==> config.mk <==
export PLATFORM = sky130hd
export DESIGN_NAME = ptc_top
export DESIGN_NICKNAME = d
export VERILOG_FILES = /design/src/ptc_pkg.sv /design/src/ptc_top.sv
export VERILOG_INCLUDE_DIRS = /design/src
export SDC_FILE = /design/constraint.sdc
export NUM_CORES = 1
export LEC_CHECK = 0
export ABC_AREA = 1
export BUFFER_PORTS_ARGS = -buffer_cell sky130_fd_sc_hd__buf_2
export CAP_MARGIN = 20
export CORE_MARGIN = 2
export CORE_UTILIZATION = 52
export CTS_BUF_LIST = sky130_fd_sc_hd__clkbuf_16
export DETAILED_ROUTE_END_ITERATION = 10
export HOLD_SLACK_MARGIN = 0.03
export PLACE_DENSITY = 0.78
export SLEW_MARGIN = 0
export SYNTH_ARGS = -nofsm -noshare
export SYNTH_HDL_FRONTEND = slang
export SYNTH_SLANG_ARGS = --single-unit
==> constraint.sdc <==
create_clock -name clk_sys -period 1.75 [get_ports clk_sys]
set_input_delay 0.0875 -clock clk_sys [delete_from_list [all_inputs] [get_ports clk_sys]]
set_output_delay 0.0875 -clock clk_sys [all_outputs]
set_load 0.05 [all_outputs]
==> src/ptc_regs.svh <==
// Register map, field positions and reset values of the periodic tick counter
// Functional notes
// - Every match pulses the converter trigger
// - Debug mode halts counting, value held
// - Stop2 wake keeps all register contents
// - Enabled counter keeps running in wait
// - Counter runs in stop2/stop3, irq wakes
// - Stop2 allows only the low-power oscillator
// - Match flag bit 7, write-one clears
// - Source select bits 6-5, reset zero
// - Changed source clears prescaler and count
// - Interrupt enable bit 4 gates request
// - Divider bits 3-0; change clears counters
// - Binary/decimal divider table, source lsb 0
// - Larger divider table, source lsb 1
// - Bus clock gate set by reset
// - Count to limit, wrap, set flag
// - Limit write clears; count read-only
// - Limit zero flags every prescaler edge
`ifndef PTC_REGS_SVH
`define PTC_REGS_SVH
`define PTC_CTRL_OFS   4'h0
`define PTC_COUNT_OFS  4'h4
`define PTC_LIMIT_OFS  4'h8
`define PTC_GATE_OFS   4'hC
`define PTC_FLAG_BIT   7
`define PTC_SRC_LSB    5
`define PTC_IEN_BIT    4
`define PTC_DIV_LSB    0
`define PTC_CTRL_RST   8'h00
`define PTC_COUNT_RST  8'h00
`define PTC_LIMIT_RST  8'h00
`define PTC_GATE_RST   1'b1
`define PTC_PRE_W      18
`endif

==> src/ptc_pkg.sv <==
// Types shared by the periodic tick counter
`default_nettype none
`include "ptc_regs.svh"
package ptc_pkg;
  typedef struct packed {
    logic [2:0]            lpo_sync;
    logic [2:0]            ext_sync;
    logic [2:0]            int_sync;
    logic [1:0]            src_sel;
    logic [3:0]            div_sel;
    logic                  irq_en;
    logic                  flag;
    logic [7:0]            count;
    logic [7:0]            limit;
    logic [`PTC_PRE_W-1:0] pre;
    logic                  gate;
    logic                  wreq;
    logic [31:0]           rdata;
    logic                  irq;
    logic                  trig;
  } ptc_state_type;
endpackage
`default_nettype wire

==> src/ptc_top.sv <==
// Periodic tick counter with Avalon-MM register slave
`timescale 1ns/10ps
`default_nettype none
`include "ptc_regs.svh"
module ptc_top
  import ptc_pkg::*;
#(
  parameter int PRE_W = `PTC_PRE_W
) (
  input  wire logic        clk_sys,
  input  wire logic        arst_n,
  input  wire logic [3:0]  avs_address,
  input  wire logic        avs_read,
  input  wire logic        avs_write,
  input  wire logic [31:0] avs_writedata,
  input  wire logic [3:0]  avs_byteenable,
  output var  logic [31:0] avs_readdata,
  output var  logic        avs_waitrequest,
  input  wire logic        low_power_osc,
  input  wire logic        external_ref_clock,
  input  wire logic        internal_ref_clock,
  input  wire logic        stop2_mode,
  input  wire logic        debug_mode,
  output var  logic        match_irq,
  output var  logic        converter_trigger
);

  // The prescaler state lives in the shared struct, so its width is fixed
  if (PRE_W != `PTC_PRE_W) begin : g_bad_width
    $error("PRE_W must equal the shared prescaler width");
  end

  // Divide ratio per source lsb and divider code; zero means off
  function automatic logic [PRE_W-1:0] div_ratio(
    input logic       hi_range,
    input logic [3:0] code
  );
    logic [PRE_W-1:0] r;
    r = '0;
    if (!hi_range) begin
      unique case (code)
        4'h0: r = 18'h00000;
        4'h1: r = 18'h00008;
        4'h2: r = 18'h00020;
        4'h3: r = 18'h00040;
        4'h4: r = 18'h00080;
        4'h5: r = 18'h00100;
        4'h6: r = 18'h00200;
        4'h7: r = 18'h00400;
        4'h8: r = 18'h00001;
        4'h9: r = 18'h00002;
        4'hA: r = 18'h00004;
        4'hB: r = 18'h0000A;
        4'hC: r = 18'h00010;
        4'hD: r = 18'h00064;
        4'hE: r = 18'h001F4;
        4'hF: r = 18'h003E8;
      endcase
    end else begin
      unique case (code)
        4'h0: r = 18'h00000;
        4'h1: r = 18'h00400;
        4'h2: r = 18'h00800;
        4'h3: r = 18'h01000;
        4'h4: r = 18'h02000;
        4'h5: r = 18'h04000;
        4'h6: r = 18'h08000;
        4'h7: r = 18'h10000;
        4'h8: r = 18'h003E8;
        4'h9: r = 18'h007D0;
        4'hA: r = 18'h01388;
        4'hB: r = 18'h02710;
        4'hC: r = 18'h04E20;
        4'hD: r = 18'h0C350;
        4'hE: r = 18'h186A0;
        4'hF: r = 18'h30D40;
      endcase
    end
    return r;
  endfunction

  // Rising edge seen between the second and third synchroniser stage
  function automatic logic rise_seen(input logic [2:0] sync);
    return sync[1] && !sync[2];
  endfunction

  logic [1:0]       rst_sync_ff;
  logic             rst_n;
  ptc_state_type    s_ff;
  ptc_state_type    nxt_s;
  logic             wr_acc;
  logic             req_new;
  logic             src_edge;
  logic             src_usable;
  logic             run;
  logic             tick;
  logic             match;
  logic             flag_set;
  logic             ctrl_wr;
  logic             limit_wr;
  logic             gate_wr;
  logic [7:0]       wbyte;
  logic [PRE_W-1:0] ratio;
  logic [7:0]       ctrl_val;

  // Reset is released synchronously, asserted at once
  always_ff @(posedge clk_sys or negedge arst_n) begin
    if (!arst_n) begin
      rst_sync_ff <= 2'h0;
    end else begin
      rst_sync_ff <= {rst_sync_ff[0], 1'b1};
    end
  end
  assign rst_n = rst_sync_ff[1];

  assign ctrl_val = {s_ff.flag, s_ff.src_sel, s_ff.irq_en, s_ff.div_sel};
  assign wbyte    = avs_writedata[7:0];
  assign wr_acc   = avs_write && !s_ff.wreq && avs_byteenable[0];
  assign req_new  = (avs_read || avs_write) && s_ff.wreq;
  // Without the bus clock only the gate itself stays writable
  assign ctrl_wr  = wr_acc && s_ff.gate && (avs_address == `PTC_CTRL_OFS);
  assign limit_wr = wr_acc && s_ff.gate && (avs_address == `PTC_LIMIT_OFS);
  assign gate_wr  = wr_acc && (avs_address == `PTC_GATE_OFS);
  assign ratio    = div_ratio(s_ff.src_sel[0], s_ff.div_sel);

  always_comb begin
    nxt_s = s_ff;
    // Third stage only feeds the edge detector
    nxt_s.lpo_sync = {s_ff.lpo_sync[1:0], low_power_osc};
    nxt_s.ext_sync = {s_ff.ext_sync[1:0], external_ref_clock};
    nxt_s.int_sync = {s_ff.int_sync[1:0], internal_ref_clock};
    unique case (s_ff.src_sel)
      2'b00:   src_edge = rise_seen(s_ff.lpo_sync);
      2'b01:   src_edge = rise_seen(s_ff.ext_sync);
      default: src_edge = rise_seen(s_ff.int_sync);
    endcase
    src_usable = !(stop2_mode && (s_ff.src_sel != 2'b00));
    // Wait does not halt counting; stop2 halts all but the oscillator source; debug halts all
    run = (s_ff.div_sel != 4'h0) && src_usable && !debug_mode;
    tick = 1'b0;
    if (run && src_edge) begin
      if (s_ff.pre >= ratio - 18'h00001) begin
        nxt_s.pre = '0;
        tick = 1'b1;
      end else begin
        nxt_s.pre = s_ff.pre + 18'h00001;
      end
    end
    match = tick && (s_ff.count == s_ff.limit);
    flag_set = match;
    if (tick) begin
      if (match) begin
        nxt_s.count = 8'h00;
      end else begin
        nxt_s.count = s_ff.count + 8'h01;
      end
    end
    nxt_s.trig = match;
    if (ctrl_wr) begin
      nxt_s.src_sel = wbyte[`PTC_SRC_LSB+:2];
      nxt_s.irq_en  = wbyte[`PTC_IEN_BIT];
      nxt_s.div_sel = wbyte[`PTC_DIV_LSB+:4];
      if ((wbyte[`PTC_SRC_LSB+:2] != s_ff.src_sel) ||
          (wbyte[`PTC_DIV_LSB+:4] != s_ff.div_sel)) begin
        nxt_s.pre   = '0;
        nxt_s.count = 8'h00;
      end
    end
    // A match in the clearing cycle keeps the flag
    nxt_s.flag = (s_ff.flag && !(ctrl_wr && wbyte[`PTC_FLAG_BIT])) ||
                 flag_set;
    if (limit_wr) begin
      nxt_s.limit = wbyte;
      nxt_s.pre   = '0;
      nxt_s.count = 8'h00;
    end
    if (gate_wr) begin
      nxt_s.gate = wbyte[0];
    end
    nxt_s.irq = nxt_s.flag && nxt_s.irq_en;
    // One wait state: answer loads on the cycle after the request
    nxt_s.wreq = 1'b1;
    if (req_new) begin
      nxt_s.wreq  = 1'b0;
      nxt_s.rdata = 32'h00000000;
      if (avs_read) begin
        unique case (avs_address)
          `PTC_CTRL_OFS:  nxt_s.rdata = {24'h000000, s_ff.gate ? ctrl_val : 8'h00};
          `PTC_COUNT_OFS: nxt_s.rdata = {24'h000000, s_ff.gate ? s_ff.count : 8'h00};
          `PTC_LIMIT_OFS: nxt_s.rdata = {24'h000000, s_ff.gate ? s_ff.limit : 8'h00};
          `PTC_GATE_OFS:  nxt_s.rdata = {31'h00000000, s_ff.gate};
          default:        nxt_s.rdata = 32'h00000000;
        endcase
      end
    end
  end

  // Stop2 wake is not a reset, so state simply persists
  always_ff @(posedge clk_sys or negedge rst_n) begin
    if (!rst_n) begin
      s_ff         <= '0;
      s_ff.src_sel <= 2'(`PTC_CTRL_RST >> `PTC_SRC_LSB);
      s_ff.count   <= `PTC_COUNT_RST;
      s_ff.limit   <= `PTC_LIMIT_RST;
      s_ff.gate    <= `PTC_GATE_RST;
      s_ff.wreq    <= 1'b1;
    end else begin
      s_ff <= nxt_s;
    end
  end

  assign avs_readdata      = s_ff.rdata;
  assign avs_waitrequest   = s_ff.wreq;
  assign match_irq         = s_ff.irq;
  assign converter_trigger = s_ff.trig;
endmodule
`default_nettype wire

==> Flow_metrics.wiki <==
{| class="wikitable"
! Metric !! Value
|-
| Critical path start-end classification || flip-flop to flip-flop
|-
| Slew @ Worst Pin || 616 ps
|-
| Input/output buffers || 32
|-
| Die boundary width || 100 um
|-
| Overall via count from detail_route || 5195
|-
| Worst Setup Slack post-DPL || -1570 ps
|-
| Highest Clock Rate || 302 MHz
|-
| Power share of the clock group || 28.2%
|-
| Total inserted antenna cells || 0
|-
| Register area share after synthesis || 33.9%
|-
| Num Clock Sinks || 65
|-
| DR DRC count || 0
|-
| Detailed-routing iteration count for the pre-antenna-repair pass || 5
|-
| Status || complete, but fails checks
|-
| Switching share of total power || 39.1%
|-
| Fraction of final layout cells with drive strength greater than 1 || 36.5%
|-
| Count of cell types in the netlist || 45
|-
| Detailed-route vias per instance || 5.57
|-
| Final Hold Vio Count || 0
|-
| Post-route standard cell area excluding fillers || 0.00682 mm2
|-
| Psw || 2.92 mW
|-
| Boundary Pins || 84
|-
| Total number of H-tree levels || 3
|-
| Initial core utilization || 52.8%
|-
| Number of global-route vias before repair || 4988
|-
| Setup slack of the critical path after layout || -1560 ps
|-
| Count of state elements after synthesis || 65
|-
| Setup repair after global routing missed its margin || yes
|-
| Post-synthesis to final-layout area growth || 42.0%
|-
| Nets || 894
|-
| Number of warnings issued by yosys || 0
|-
| Clock buffer count from CTS || 9
|-
| Launching element type of the critical path || flip-flop
|-
| Gp weighted congestion || 0.983
|-
| Area of the mapped netlist || 0.00481 mm2
|-
| Max-Cap Viols || 0
|-
| Post-layout minimum cycle time || 3310 ps
|-
| Insertion delay to the later sink of the worst-skew pair || 340 ps
|-
| Deepest clock path buffer count || 2
|-
| Post-Place Cell Area || 0.00577 mm2
|-
| Global-route wire length before repair || 22900 um
|-
| Max Transition Viols Final || 0
|-
| Post-detailed-route count of antenna-violating nets || 0
|-
| Clock tree from TritonCTS || done
|-
| Type of the most critical hold path || input port to flip-flop
|-
| Violation count after the first detailed-routing iteration || 302
|-
| Largest net degree at the start of global routing || 22
|-
| Final worst path period share || 189%
|-
| Total routed wirelength || 15200 um
|-
| Reg clk slew, reported paths || 60 ps
|-
| Clock Skews || 7.64 ps
|-
| DPL Wire Length || 9730 um
|-
| Final setup TNS || -43810 ps
|-
| Required time of the critical path || 2010 ps
|-
| Static leakage power || 3.42 nW
|-
| Internal power || 4.55 mW
|-
| Routed wire length per instance || 16.3 um
|-
| Die Y-Extent || 100 um
|-
| Mapped Cells || 658
|-
| Area enclosed by the die boundary || 0.0100 mm2
|-
| Clk Tree Root Cell || clkbuf_16
|-
| Violated checks || setup timing
|-
| Slew Limit Headroom || 58.7%
|-
| Cell total after placement || 885
|-
| Core footprint || 0.00911 mm2
|-
| All-layer global routing usage || 28.8%
|-
| Gr ovfl total || 0
|-
| Highest fanout seen on the critical path || 5
|-
| Final Util || 74.9%
|-
| Combinational fraction of design power || 45.1%
|-
| Final Non-Filler Cells || 932
|-
| Seq pwr share || 26.7%
|-
| Max rail drop VDD || 0.948 mV
|-
| WP data arrival || 3560 ps
|-
| Worst Setup End Kind || flip-flop
|-
| Setup violation total in the final timing report || 29
|-
| Average cell area after synthesis || 7.31 um2
|-
| Number of antenna violations at the first check in global routing || 0
|-
| Pwr/cell area || 1090 mW/mm2
|-
| FP Rows || 35
|}
-- flip-flops by register name (all words and copies together), names as in the netlist --
| register | cells |
|---|---|
| avs_readdata | 8 |
| converter_trigger | 1 |
| ctrl_val | 8 |
| match_irq | 1 |
| rst_sync_ff | 2 |
| nxt_s | 6 |
| s_ff | 38 |
| avs_waitrequest | 1 |
-- per-layer routing --
metal	vias to the layer above	part of all wire [%]	GRT usage [%]
li1	2399	-	-
met1	2468	39	35.5
met2	256	50	49.6
met3	72	5.8	3.90
met4	0	5.0	14.2
met5	-	0	0
-- worst paths after layout --
check,start,to,slack [ps],depth (start not counted)
max in group asynchronous,rst_sync_ff[1],s_ff[36],960,1
setup reg to reg,ctrl_val[0],s_ff[46],-1560,22
hold / removal,avs_writedata[7],s_ff[61],40,3
hold reg to reg,rst_sync_ff[1],s_ff[59],210,0
min in group asynchronous,arst_n,rst_sync_ff[0],60,2
setup / recovery,ctrl_val[0],s_ff[46],-1560,22
-- timing repair --
action	in CTS	in global routing
pin swaps	21	34
hold buffers	11	0
buffers inserted	10	8
setup endpoints to repair	29	29
gates resized for setup	43	70
cloned	0	2
endpoints found under the hold margin	13	0
-- cell type report --
| class | count | area (um2) |
|---|---|---|
| tap | 111 | 139 |
| timing repair buffer | 167 | 1290 |
| sequential | 65 | 1630 |
| inverter | 78 | 308 |
| clock inverter | 7 | 118 |
| clock buffer | 9 | 225 |
| multi-input combinational | 495 | 3110 |
| fill | 546 | 2280 |
-- kinds of logic (layout without fill, tap and decap cells) --
kind of cell	after synthesis	count (layout)	share of synthesized area, %
other	2	25	0.156
AOI/OAI and AO/OA	78	78	9.84
xor gates and xnor gates	22	22	4.01
DFF	65	65	33.9
buffers and inverters	121	261	12.6
and+or+nand+nor	341	341	31.9
adders and majority gates	29	29	7.55
-- Yosys cell counts (all sizes together) --
library cell / instances / area (um2)
nand2: 170 / 643
and2: 1 / 8.76
a21oi: 21 / 105
nor2: 84 / 360
o221ai: 6 / 52.6
dfrtp: 63 / 1580
a31oi: 2 / 12.5
xnor2: 10 / 87.6
or2: 3 / 18.8
clkinv: 1 / 3.75
nand3: 44 / 240
o31ai: 2 / 15.0
a22o: 6 / 52.6
o21a: 1 / 7.51
buf: 40 / 303
a21o: 1 / 7.51
o211ai: 1 / 7.51
nand4: 16 / 106
nor3b: 1 / 7.51
dfstp: 2 / 52.6
nor3: 20 / 136
nor4: 1 / 6.26
o21bai: 1 / 7.51
clkbuf: 3 / 11.3
ha: 29 / 363
a21boi: 1 / 7.51
o21ai: 30 / 154
o22ai: 6 / 43.8
nand3b: 1 / 7.51
inv: 77 / 289
xor2: 12 / 105
conb: 2 / 7.51
-- cell usage in the layout, fill, tap and decap left out, drive strengths merged, types with 12 or more instances in the layout --
| cell | instances |
|---|---|
| nand2 | 170 |
| inv | 77 |
| o21ai | 30 |
| a21oi | 21 |
| conb | 25 |
| ha | 29 |
| buf | 155 |
| nor3 | 20 |
| nor2 | 84 |
| xor2 | 12 |
| nand4 | 16 |
| dfrtp | 63 |
| nand3 | 44 |
-- through the flow --
| stage | power (mW) | hold slack, ps |
|---|---|---|
| after floorplan | 3.67 | -208 |
| final | 7.47 | 37.8 |
| after global routing | 7.85 | 60.0 |
| after detailed placement | 4.63 | -124 |
| after global placement | 4.50 | -125 |
| after CTS | 6.96 | 44.2 |
-- critical path, cell delays in order (launching register included) --
cell and delay [ps]:
dfrtp_2 450, buf_4 150, ha_2 200, nand2_1 100, o22ai_2 80, nand2_1 70, nand2_1 90, nor2_2 170
nand2_1 70, nor3_1 230, nand2_1 110, nand2_1 70, nand2_1 80, ha_1 280, nand2_1 90, nor2_2 50
a21boi_2 170, a21oi_4 140, nand3_4 130, nand2_4 130, nand2_8 90, buf_12 150, nor3_4 110
-- power by group through the flow --
| stage | sequential [mW] | clock, mW | combinational [mW] |
|---|---|---|---|
| after global placement | 1.98 | 0 | 2.52 |
| after floorplan | 2.01 | 0 | 1.66 |
| after global routing | 2.01 | 2.18 | 3.66 |
| after detailed placement | 1.99 | 0 | 2.63 |
| after CTS | 1.98 | 2.10 | 2.88 |
| final | 2.00 | 2.10 | 3.37 |
Note: power is estimated with default switching activity, not from simulation.
